File: src/rtl/fault_status_consts.vh
// Constants for the controller fault and status unit.
// What this block does
// - Watchdog overrun halts as blocking software fault.
// - Chart overrun or unresolved step sets chart flag.
// - Halt instruction loads code, sets no flag.
// - Unresolved jump loads code, sets no flag.
// - Blocking string error sets flag and code.
// - Blocking arithmetic faults set flag and codes.
// - Blocking faults record code; index sets flag.
// - Serious fault stops in error, forces stop.
// - System fault word gets 0x80 or 0x81.
// - Error state blocks diagnostics until cold start.
// - Cold-start flag set by causes, cleared after scan.
// - Restart word bit 0 low after cold restart.
// - Four time bases toggle 5ms/50ms/500ms/30s free-running.
// - Fallback control forces outputs to fallback level.
// - I/O flag high, low during rack fault.
// - Blocking fault halts application immediately.
`ifndef FAULT_STATUS_CONSTS_VH
`define FAULT_STATUS_CONSTS_VH

`define CLK_HZ            50000000
`define TB0_HALF_US       5000
`define TB1_HALF_US       50000
`define TB2_HALF_US       500000
`define TB3_HALF_US       30000000

`define CODE_WATCHDOG     16'hdeb0
`define CODE_CHART_TABLE  16'hdef7
`define CODE_CHART_STEP   16'hdefe
`define CODE_HALT_INSTR   16'h2258
`define CODE_JUMP         16'hdef8
`define CODE_STRING       16'hdef1
`define CODE_DIV_ZERO     16'hdef0
`define CODE_OVERFLOW     16'hdef2
`define CODE_FLOAT        16'hde87
`define CODE_INDEX        16'hdef3
`define SYS_CODE_WDOG     8'h80
`define SYS_CODE_WIRING   8'h81

`define ADDR_CTRL         12'h000
`define ADDR_STATUS       12'h004
`define ADDR_FAULT_TYPE   12'h008
`define ADDR_SYS_FAULT    12'h00c
`define ADDR_RESTART      12'h010
`define ADDR_IRQ_STATUS   12'h014
`define ADDR_IRQ_MASK     12'h018
`define ADDR_EXEC_LIMIT   12'h01c
`define ADDR_CAUSE_CMD    12'h020

`define CTRL_FALLBACK     0
`define CTRL_COLD_REQ     1
`define CTRL_WARM_REQ     2
`define CTRL_RUN_REQ      3
`define CTRL_INIT_REQ     4

`define ST_EXEC_WDOG      0
`define ST_CHART          1
`define ST_STRING         2
`define ST_ARITH          3
`define ST_INDEX          4
`define ST_COLD           5
`define ST_WARM           6
`define ST_IO_OK          7
`define ST_TB0            8
`define ST_TB1            9
`define ST_TB2            10
`define ST_TB3            11
`define ST_STATE_LSB      12

`define IRQ_BLOCKING      0
`define IRQ_SYSTEM        1
`define IRQ_IO            2
`define IRQ_WDOG          3

`define EXEC_LIMIT_RST    32'h000f4240

`endif

File: src/rtl/time_base_toggle.v
// Free-running toggle bit with a fixed half period.
`timescale 1ns/1ns
module time_base_toggle #(
  parameter HALF_CYCLES = 250000
) (
  input  wire clk_sys_i,
  input  wire rst_n_i,
  output reg  tick_o
);
  reg [31:0] count;

  always @(posedge clk_sys_i or negedge rst_n_i) begin
    if (!rst_n_i) begin
      count  <= 32'h00000000;
      tick_o <= 1'b0;
    end else if (count == HALF_CYCLES - 1) begin
      count  <= 32'h00000000;
      tick_o <= ~tick_o;
    end else begin
      count <= count + 32'h00000001;
    end
  end
endmodule // time_base_toggle

File: src/rtl/controller_fault_status_unit.v
// Fault recording, run state and system status bits behind an APB slave.
`timescale 1ns/1ns
`include "fault_status_consts.vh"
module controller_fault_status_unit #(
  parameter TB3_CYCLES = `TB3_HALF_US / 1000 * (`CLK_HZ / 1000),
  parameter TB2_CYCLES = `TB2_HALF_US / 1000 * (`CLK_HZ / 1000),
  parameter TB1_CYCLES = `TB1_HALF_US / 1000 * (`CLK_HZ / 1000),
  parameter TB0_CYCLES = `TB0_HALF_US / 1000 * (`CLK_HZ / 1000)
) (
  input  wire        clk_sys_i,
  input  wire        rst_n_i,
  input  wire        psel_i,
  input  wire        penable_i,
  input  wire        pwrite_i,
  input  wire [11:0] paddr_i,
  input  wire [31:0] pwdata_i,
  output reg  [31:0] prdata_o,
  output wire        pready_o,
  output reg         pslverr_o,
  input  wire        scan_end_i,
  input  wire        outputs_update_i,
  input  wire        power_loss_data_i,
  input  wire        power_save_data_i,
  input  wire        card_change_i,
  input  wire        reset_button_i,
  input  wire        chart_table_ovf_i,
  input  wire        chart_step_unres_i,
  input  wire        halt_instr_i,
  input  wire        jump_unres_i,
  input  wire        string_err_i,
  input  wire        div_zero_i,
  input  wire        cap_ovf_i,
  input  wire        float_err_i,
  input  wire        index_ovf_i,
  input  wire        diag_blocking_i,
  input  wire        sys_watchdog_i,
  input  wire        wiring_fault_i,
  input  wire        rack_io_fault_i,
  output wire        app_run_o,
  output wire        app_halt_o,
  output wire        app_error_o,
  output wire        outputs_fallback_o,
  output wire        diag_comm_en_o,
  output wire        irq_o
);
  localparam [3:0] S_STOP  = 4'b0001;
  localparam [3:0] S_RUN   = 4'b0010;
  localparam [3:0] S_HALT  = 4'b0100;
  localparam [3:0] S_ERROR = 4'b1000;

  ////////////////////////////////////////////////////////////////////////////
  // Input synchronisers.
  localparam NSYNC = 19;
  wire [NSYNC-1:0] raw_in = {scan_end_i, outputs_update_i, power_loss_data_i, power_save_data_i,
                             card_change_i, reset_button_i, chart_table_ovf_i, chart_step_unres_i,
                             halt_instr_i, jump_unres_i, string_err_i, div_zero_i, cap_ovf_i,
                             float_err_i, index_ovf_i, diag_blocking_i, sys_watchdog_i,
                             wiring_fault_i, rack_io_fault_i};
  reg  [NSYNC-1:0] sync_a;
  reg  [NSYNC-1:0] sync_b;
  reg  [NSYNC-1:0] sync_c;
  always @(posedge clk_sys_i or negedge rst_n_i) begin
    if (!rst_n_i) begin
      sync_a <= {NSYNC{1'b0}};
      sync_b <= {NSYNC{1'b0}};
      sync_c <= {NSYNC{1'b0}};
    end else begin
      sync_a <= raw_in;
      sync_b <= sync_a;
      sync_c <= sync_b;
    end
  end
  // Event pins act once, on the rising edge seen past the second stage; the diagnostics
  // and rack pins are levels and are read from the second stage directly.
  wire [NSYNC-1:0] rise = sync_b & ~sync_c;
  wire scan_end     = rise[18];
  wire outputs_upd  = rise[17];
  wire pwr_loss     = rise[16];
  wire pwr_save     = rise[15];
  wire card_chg     = rise[14];
  wire rst_button   = rise[13];
  wire chart_tab    = rise[12];
  wire chart_step   = rise[11];
  wire halt_instr   = rise[10];
  wire jump_unres   = rise[9];
  wire string_err   = rise[8];
  wire div_zero     = rise[7];
  wire cap_ovf      = rise[6];
  wire float_err    = rise[5];
  wire index_ovf    = rise[4];
  wire diag_block   = sync_b[3];
  wire sys_wdog     = rise[2];
  wire wiring_flt   = rise[1];
  wire rack_io_flt  = sync_b[0];

  ////////////////////////////////////////////////////////////////////////////
  // Register state.
  reg  [3:0]  state;
  reg  [3:0]  next_state;
  reg  [15:0] fault_type_word;
  reg  [7:0]  system_fault_word;
  reg  [7:0]  sys_fault_latched;
  reg         exec_watchdog_flag;
  reg         chart_fault_flag;
  reg         string_fault_flag;
  reg         arith_fault_flag;
  reg         index_fault_flag;
  reg         cold_start_flag;
  reg         warm_restart_flag;
  reg         warm_first_scan;
  reg         restart_bit0;
  reg         force_stop;
  reg         global_fallback_ctrl;
  reg  [31:0] exec_limit;
  reg  [31:0] exec_count;
  reg  [3:0]  irq_status;
  reg  [3:0]  irq_mask;
  wire        tick_10ms_bit;
  wire        tick_100ms_bit;
  wire        tick_1s_bit;
  wire        tick_1min_bit;

  ////////////////////////////////////////////////////////////////////////////
  // APB decode; the slave answers in the access cycle with no wait states.
  assign pready_o = 1'b1;
  wire wr = psel_i & penable_i & pwrite_i;
  wire wr_ctrl  = wr && (paddr_i == `ADDR_CTRL);
  wire wr_stat  = wr && (paddr_i == `ADDR_STATUS);
  wire wr_ftype = wr && (paddr_i == `ADDR_FAULT_TYPE);
  wire wr_irqs  = wr && (paddr_i == `ADDR_IRQ_STATUS);
  wire wr_mask  = wr && (paddr_i == `ADDR_IRQ_MASK);
  wire wr_limit = wr && (paddr_i == `ADDR_EXEC_LIMIT);
  wire wr_cmd   = wr && (paddr_i == `ADDR_CAUSE_CMD);
  wire sw_cold  = wr_cmd & pwdata_i[`CTRL_COLD_REQ];
  wire sw_warm  = wr_cmd & pwdata_i[`CTRL_WARM_REQ];
  wire sw_run   = wr_cmd & pwdata_i[`CTRL_RUN_REQ];
  wire sw_init  = wr_cmd & pwdata_i[`CTRL_INIT_REQ];

  wire exec_ovf = (state == S_RUN) && (exec_count >= exec_limit);
  wire blk_diag = diag_block & (string_err | div_zero | cap_ovf | float_err | index_ovf);
  wire blocking = exec_ovf | chart_tab | chart_step | halt_instr | jump_unres | blk_diag;
  wire sys_flt  = sys_wdog | wiring_flt;
  wire cold_evt = pwr_loss | sw_cold | card_chg | rst_button;

  ////////////////////////////////////////////////////////////////////////////
  // Run state machine.
  always @* begin
    next_state = state;
    case (state)
      S_STOP: begin
        if (sw_run) next_state = S_RUN;
      end
      S_RUN: begin
        if (blocking) next_state = S_HALT;
      end
      S_HALT: begin
        if (sw_init | rst_button) next_state = S_STOP;
      end
      S_ERROR: begin
        next_state = S_ERROR;
      end
      default: next_state = S_STOP;
    endcase
    if (sys_flt) next_state = S_ERROR;
    else if (cold_evt) next_state = force_stop ? S_STOP : next_state;
    if (cold_evt && state == S_ERROR) next_state = S_STOP;
  end

  always @(posedge clk_sys_i or negedge rst_n_i) begin
    if (!rst_n_i) begin
      state      <= S_STOP;
      exec_count <= 32'h00000000;
    end else begin
      state <= next_state;
      // The counter stops at the limit so the overrun stands until the state leaves RUN.
      if (state != S_RUN || scan_end) exec_count <= 32'h00000000;
      else if (!exec_ovf) exec_count <= exec_count + 32'h00000001;
    end
  end

  ////////////////////////////////////////////////////////////////////////////
  // Fault flags and fault words.
  always @(posedge clk_sys_i or negedge rst_n_i) begin
    if (!rst_n_i) begin
      fault_type_word    <= 16'h0000;
      system_fault_word  <= 8'h00;
      sys_fault_latched  <= 8'h00;
      force_stop         <= 1'b0;
      exec_watchdog_flag <= 1'b0;
      chart_fault_flag   <= 1'b0;
      string_fault_flag  <= 1'b0;
      arith_fault_flag   <= 1'b0;
      index_fault_flag   <= 1'b0;
    end else begin
      if (wr_stat) begin
        exec_watchdog_flag <= pwdata_i[`ST_EXEC_WDOG];
        chart_fault_flag   <= pwdata_i[`ST_CHART];
        string_fault_flag  <= pwdata_i[`ST_STRING];
        arith_fault_flag   <= pwdata_i[`ST_ARITH];
        index_fault_flag   <= pwdata_i[`ST_INDEX];
      end
      if (wr_ftype) fault_type_word <= pwdata_i[15:0];
      if (state == S_RUN) begin
        if (string_err) string_fault_flag <= 1'b1;
        if (div_zero | cap_ovf | float_err) arith_fault_flag <= 1'b1;
        if (index_ovf) index_fault_flag <= 1'b1;
        if (exec_ovf) begin
          exec_watchdog_flag <= 1'b1;
          fault_type_word    <= `CODE_WATCHDOG;
        end else if (chart_tab) begin
          chart_fault_flag <= 1'b1;
          fault_type_word  <= `CODE_CHART_TABLE;
        end else if (chart_step) begin
          chart_fault_flag <= 1'b1;
          fault_type_word  <= `CODE_CHART_STEP;
        end else if (halt_instr) begin
          fault_type_word <= `CODE_HALT_INSTR;
        end else if (jump_unres) begin
          fault_type_word <= `CODE_JUMP;
        end else if (diag_block) begin
          if (string_err) fault_type_word <= `CODE_STRING;
          else if (div_zero) fault_type_word <= `CODE_DIV_ZERO;
          else if (cap_ovf) fault_type_word <= `CODE_OVERFLOW;
          else if (float_err) fault_type_word <= `CODE_FLOAT;
          else if (index_ovf) fault_type_word <= `CODE_INDEX;
        end
      end
      if (state != S_ERROR) begin
        if (wiring_flt) sys_fault_latched <= `SYS_CODE_WIRING;
        else if (sys_wdog) sys_fault_latched <= `SYS_CODE_WDOG;
        if (sys_flt) force_stop <= 1'b1;
      end
      if (cold_evt) begin
        system_fault_word <= sys_fault_latched;
        fault_type_word   <= 16'h0000;
        if (state != S_ERROR) force_stop <= 1'b0;
      end
    end
  end

  ////////////////////////////////////////////////////////////////////////////
  // Restart indicators and fallback control.
  always @(posedge clk_sys_i or negedge rst_n_i) begin
    if (!rst_n_i) begin
      cold_start_flag      <= 1'b1;
      warm_restart_flag    <= 1'b0;
      warm_first_scan      <= 1'b0;
      restart_bit0         <= 1'b0;
      global_fallback_ctrl <= 1'b0;
    end else begin
      if (wr_ctrl) global_fallback_ctrl <= pwdata_i[`CTRL_FALLBACK];
      if (cold_evt) begin
        cold_start_flag <= 1'b1;
        restart_bit0    <= 1'b0;
      end else if (scan_end && state == S_RUN && !blocking) begin
        cold_start_flag <= 1'b0;
        restart_bit0    <= 1'b1;
      end
      if (pwr_save | sw_warm) begin
        warm_restart_flag <= 1'b1;
        warm_first_scan   <= 1'b0;
      end else if (warm_restart_flag && scan_end) begin
        warm_first_scan <= 1'b1;
      end else if (warm_first_scan && outputs_upd) begin
        warm_restart_flag <= 1'b0;
        warm_first_scan   <= 1'b0;
      end
    end
  end

  ////////////////////////////////////////////////////////////////////////////
  // Time bases.
  // The half periods are parameters so that a bench can shorten them.
  wire [3:0] tick_bits;
  genvar g;
  generate
    for (g = 0; g < 4; g = g + 1) begin : g_tbase
      time_base_toggle #(
        .HALF_CYCLES((g == 0) ? TB0_CYCLES : (g == 1) ? TB1_CYCLES : (g == 2) ? TB2_CYCLES : TB3_CYCLES)
      ) u_tbase (
        .clk_sys_i (clk_sys_i),
        .rst_n_i   (rst_n_i),
        .tick_o    (tick_bits[g])
      );
    end
  endgenerate
  assign tick_10ms_bit  = tick_bits[0];
  assign tick_100ms_bit = tick_bits[1];
  assign tick_1s_bit    = tick_bits[2];
  assign tick_1min_bit  = tick_bits[3];

  ////////////////////////////////////////////////////////////////////////////
  // Interrupts and execution limit.
  wire io_fault_flag = ~rack_io_flt;
  wire [3:0] irq_evt = {exec_ovf, rack_io_flt & ~sync_c[0], sys_flt, blocking};
  always @(posedge clk_sys_i or negedge rst_n_i) begin
    if (!rst_n_i) begin
      irq_status <= 4'h0;
      irq_mask   <= 4'h0;
      exec_limit <= `EXEC_LIMIT_RST;
    end else begin
      irq_status <= (irq_status & ~(wr_irqs ? pwdata_i[3:0] : 4'h0)) | irq_evt;
      if (wr_mask) irq_mask <= pwdata_i[3:0];
      if (wr_limit) exec_limit <= pwdata_i;
    end
  end
  assign irq_o = |(irq_status & irq_mask);

  ////////////////////////////////////////////////////////////////////////////
  // Read data; the system fault word reads zero while stopped in error.
  wire [31:0] status_word = {16'h0000, state, tick_1min_bit, tick_1s_bit, tick_100ms_bit,
                             tick_10ms_bit, io_fault_flag, warm_restart_flag, cold_start_flag,
                             index_fault_flag, arith_fault_flag, string_fault_flag,
                             chart_fault_flag, exec_watchdog_flag};
  // Read data is loaded in the setup cycle so that it stands through the access cycle.
  always @(posedge clk_sys_i or negedge rst_n_i) begin
    if (!rst_n_i) begin
      prdata_o  <= 32'h00000000;
      pslverr_o <= 1'b0;
    end else begin
      pslverr_o <= 1'b0;
      prdata_o  <= 32'h00000000;
      if (psel_i && !penable_i) begin
        if (paddr_i == `ADDR_CTRL) prdata_o <= {31'h00000000, global_fallback_ctrl};
        else if (paddr_i == `ADDR_STATUS) prdata_o <= status_word;
        else if (paddr_i == `ADDR_FAULT_TYPE) prdata_o <= {16'h0000, fault_type_word};
        else if (paddr_i == `ADDR_SYS_FAULT)
          prdata_o <= (state == S_ERROR) ? 32'h00000000 : {24'h000000, system_fault_word};
        else if (paddr_i == `ADDR_RESTART) prdata_o <= {31'h00000000, restart_bit0};
        else if (paddr_i == `ADDR_IRQ_STATUS) prdata_o <= {28'h0000000, irq_status};
        else if (paddr_i == `ADDR_IRQ_MASK) prdata_o <= {28'h0000000, irq_mask};
        else if (paddr_i == `ADDR_EXEC_LIMIT) prdata_o <= exec_limit;
        else if (paddr_i == `ADDR_CAUSE_CMD) prdata_o <= 32'h00000000;
        else pslverr_o <= 1'b1;
      end
    end
  end

  assign app_run_o          = (state == S_RUN);
  assign app_halt_o         = (state == S_HALT);
  assign app_error_o        = (state == S_ERROR);
  assign diag_comm_en_o     = (state != S_ERROR);
  assign outputs_fallback_o = global_fallback_ctrl | (state != S_RUN);
endmodule // controller_fault_status_unit

File: config.mk
export PLATFORM = sky130hd
export DESIGN_NAME = controller_fault_status_unit
export DESIGN_NICKNAME = d
export VERILOG_FILES = /design/src/rtl/time_base_toggle.v /design/src/rtl/controller_fault_status_unit.v
export VERILOG_INCLUDE_DIRS = /design/src /design/src/rtl
export SDC_FILE = /design/constraint.sdc
export NUM_CORES = 1
export LEC_CHECK = 0
export BUFFER_PORTS_ARGS = -buffer_cell sky130_fd_sc_hd__buf_2
export CAP_MARGIN = 20
export CORE_MARGIN = 5
export CORE_UTILIZATION = 25
export CTS_CLUSTER_DIAMETER = 150
export DETAILED_ROUTE_END_ITERATION = 16
export PLACE_DENSITY = 0.51
export SETUP_SLACK_MARGIN = 0.02
export SKIP_CTS_REPAIR_TIMING = 1
export SYNTH_ARGS = -nofsm -noshare
export SYNTH_HDL_FRONTEND = slang
export SYNTH_HIERARCHICAL = 1
export SYNTH_SLANG_ARGS = --single-unit
File: constraint.sdc
create_clock -name clk_sys_i -period 4.44 [get_ports clk_sys_i]
set_clock_uncertainty 0.05 [all_clocks]
set_input_delay 0.666 -clock clk_sys_i [delete_from_list [all_inputs] [get_ports clk_sys_i]]
set_output_delay 0.666 -clock clk_sys_i [all_outputs]
set_load 0.05 [all_outputs]
==> impl_metrics.json <==
{
  "cp_data_required_time_ns": 3.72,
  "syn_avg_cell_area_um2": 10.73,
  "cts_num_sinks": 328,
  "final_nets": 1662,
  "finalSetupViolCount": 0,
  "ant_nets": 0,
  "first_pass_iters": 6,
  "drv_cap": 0,
  "yosysWarnings": 6,
  "gp_congestion": 0.8287,
  "p_leak_nw": 8.051,
  "rows": 91,
  "slowest_stage": "dfstp_2",
  "mostFrequentLayoutCells": "dfrtp_1, nand2_1, buf_2, nor2_1, o21ai_0",
  "min_period_over_period_pct": 78.85,
  "worstSetupEndpointType": "primary output",
  "clk_latency_ns": 0.55,
  "status": "finished, final reports clean",
  "grt_util_all_layers_pct": 11.59,
  "synth_flop_cell": "dfrtp_1",
  "start_util_pct": 25.26,
  "hold_ws_ns": 0.1101,
  "synth_area_um2": 15590,
  "antenna_found_initial": 5,
  "final_common_cell": "dfrtp_1",
  "hold_path.class": "in2async",
  "wl_um": 39570,
  "fin_ws_ns": 0.9392,
  "drive_gt1_share_pct": 17.21,
  "cts-root-buf": "clkbuf_16",
  "cp-start-kind": "register",
  "grt_max_degree": 98,
  "dieArea_um2": 67450,
  "cp.arrival_ns": 2.78,
  "via_count": 11430,
  "die_y_um": 259.7,
  "r2r-end": "fault_type_word[0]",
  "remaining_drc_errors": 0,
  "fmax_ghz": 0.2856,
  "path_common_cell": "nand2b_1",
  "netlist-cell-type-count": 95,
  "max_slew.worst_pin.slew_ns": 0.9951,
  "max_slew_margin_pct": 33.05,
  "grt_pass1_vias": 11380,
  "io_pins": 108,
  "wl_per_cell_um": 16.31,
  "drv_slew": 0,
  "rsz0062_at_grt": "false",
  "synthCells": 1453,
  "crit_path_max_fanout": 22,
  "dp_hpwl_um": 27820,
  "synth-edff-count": 0,
  "yosys_register_bits": 328,
  "clk_path_buf_depth": 3,
  "synth_nets": 1558,
  "cts_tree": "yes",
  "fin_setup_tns_ns": 0,
  "grt-ovfl-total": 0,
  "htree_levels": 2,
  "crit_type": "reg2out",
  "rr_worst_depth": 9,
  "chipWidth_um": 259.7,
  "core-area_um2": 61710,
  "grt_pass1_wl_um": 64200,
  "io_buffers": 106,
  "fin_crit_ns": 3.501,
  "power_density_nw_per_um2": 359.8,
  "timing.reg2reg.setup_slack_ns": 1.03,
  "area_growth_pct": 17.71,
  "utilization_pct": 29.74,
  "dpl_worst_slack_ns": 0.9986,
  "initialDrtViolationCount": 1062,
  "ys_async_sr_fraction_pct": 100.0,
  "clk_pin_slew_ns": 0.06,
  "cts_buffers": 39,
  "crit_chain": "nand2b_1, or3_1, clkinv_1, nand2b_1, buf_2",
  "fill_cells": 6400,
  "ys_seq_area_share_pct": 52.72,
  "hold_viol": 0,
  "r2r_start": "exec_limit[14]",
  "slowest_delay_ns": 0.64,
  "vdd_drop_max_mv": 0.2035,
  "vias_per_cell": 4.712
}
[metal layers]
layer | share of wire [%] | wire length [um] | up-vias | GRT usage, %
met1 | 48 | 19020 | 5642 | 16.55
met3 | 6.6 | 2593 | 46 | 2.786
met4 | 1.5 | 600 | 2 | 2.980
met5 | 0.018 | 7 | - | 0
li1 | - | - | 5466 | -
met2 | 44 | 17350 | 275 | 17.73
[sequential cells by signal, indices dropped and copies added, names as in the netlist, 2 cells and up, named ones only]
register and flops:
g_tbase.u_tbase/tick_o 4, exec_count 32, irq_status 4, fault_type_word 16
sys_fault_latched 2, prdata_o 32, exec_limit 32, sync_c 18
system_fault_word 2, state 4, irq_mask 4, sync_a 19
sync_b 19, g_tbase.u_tbase/count 128
[per-stage QoR]
stage | total power, mW | std cells | cell area (um^2)
global placement | 3.401 | 2352 | 17020
CTS | 6.718 | 2422 | 18330
floorplan | 3.235 | 1453 | 15600
detailed placement | 3.403 | 2352 | 17020
finish | 6.604 | 2426 | 18350
global route | 6.862 | 2423 | 18340
[synthesized netlist by cell type, types with 11 or more instances]
master / number / area [um^2]
a21oi_1: 55 / 275.3
a222oi_1: 14 / 140.1
and3_1: 29 / 181.4
and4_1: 11 / 96.34
buf_2: 15 / 75.07
clkbuf_1: 28 / 105.1
dfrtp_1: 319 / 7983
ha_1: 37 / 462.9
inv_1: 59 / 221.5
mux2i_1: 22 / 220.2
nand2_1: 123 / 461.7
nand2b_1: 19 / 118.9
nand3_1: 72 / 360.4
nand4_1: 47 / 294.0
nor2_1: 88 / 330.3
nor2b_1: 11 / 68.82
nor3_1: 39 / 195.2
nor4_1: 21 / 131.4
nor4b_1: 12 / 105.1
o21ai_0: 84 / 420.4
or3_1: 16 / 100.1
xnor2_1: 67 / 586.8
xor2_1: 49 / 429.2
[how the worst max path moves through the flow]
stage	slack (ns)	depth (start not counted)	start	end
floorplan	1.08	9	state[1]	prdata_o[7]
global placement	1.04	8	exec_count[5]	fault_type_word[15]
detailed placement	1.0	8	exec_count[5]	fault_type_word[11]
CTS	0.93	5	state[0]	outputs_fallback_o
global route	0.76	9	exec_limit[14]	fault_type_word[0]
finish	0.94	5	state[0]	outputs_fallback_o
[power by group]
part / leakage (nW) / internal, mW / switching [mW]
clock: 0.636 / 1.96 / 1.30
sequential: 4.17 / 3.04 / 0.0365
combinational: 3.24 / 0.0758 / 0.193
[kinds of logic after synthesis]
logic type / after synthesis / share of synthesized area, %
AO/OA/AOI/OAI: 256 / 11.58
XOR/XNOR: 116 / 6.517
adder cells (fa/ha/maj): 37 / 2.969
buffers and inverters: 116 / 3.282
flip-flops: 328 / 52.72
multiplexers: 32 / 2.207
other: 1 / 0.02405
AND/OR/NAND/NOR: 567 / 20.70
[worst max-delay path, delay by kind of cell, from the launching register on]
family	cells	cell delay (ns)
and+or+nand+nor	3	0.89
buffers and inverters	2	0.72
DFF	1	0.64
[area by class of cell]
cell class	instances	area, um^2	share of cell area [%]
diodes	3	7.507	0.04091
clock buffers	49	1075	5.857
clock inverters	21	236.5	1.289
inverters	61	229.0	1.248
multi-input cells	1009	6865	37.41
flip-flops and latches	328	8219	44.79
well taps	837	1047	5.707
repair buffers	118	671.9	3.661
Note: power is estimated with default switching activity, not from simulation.
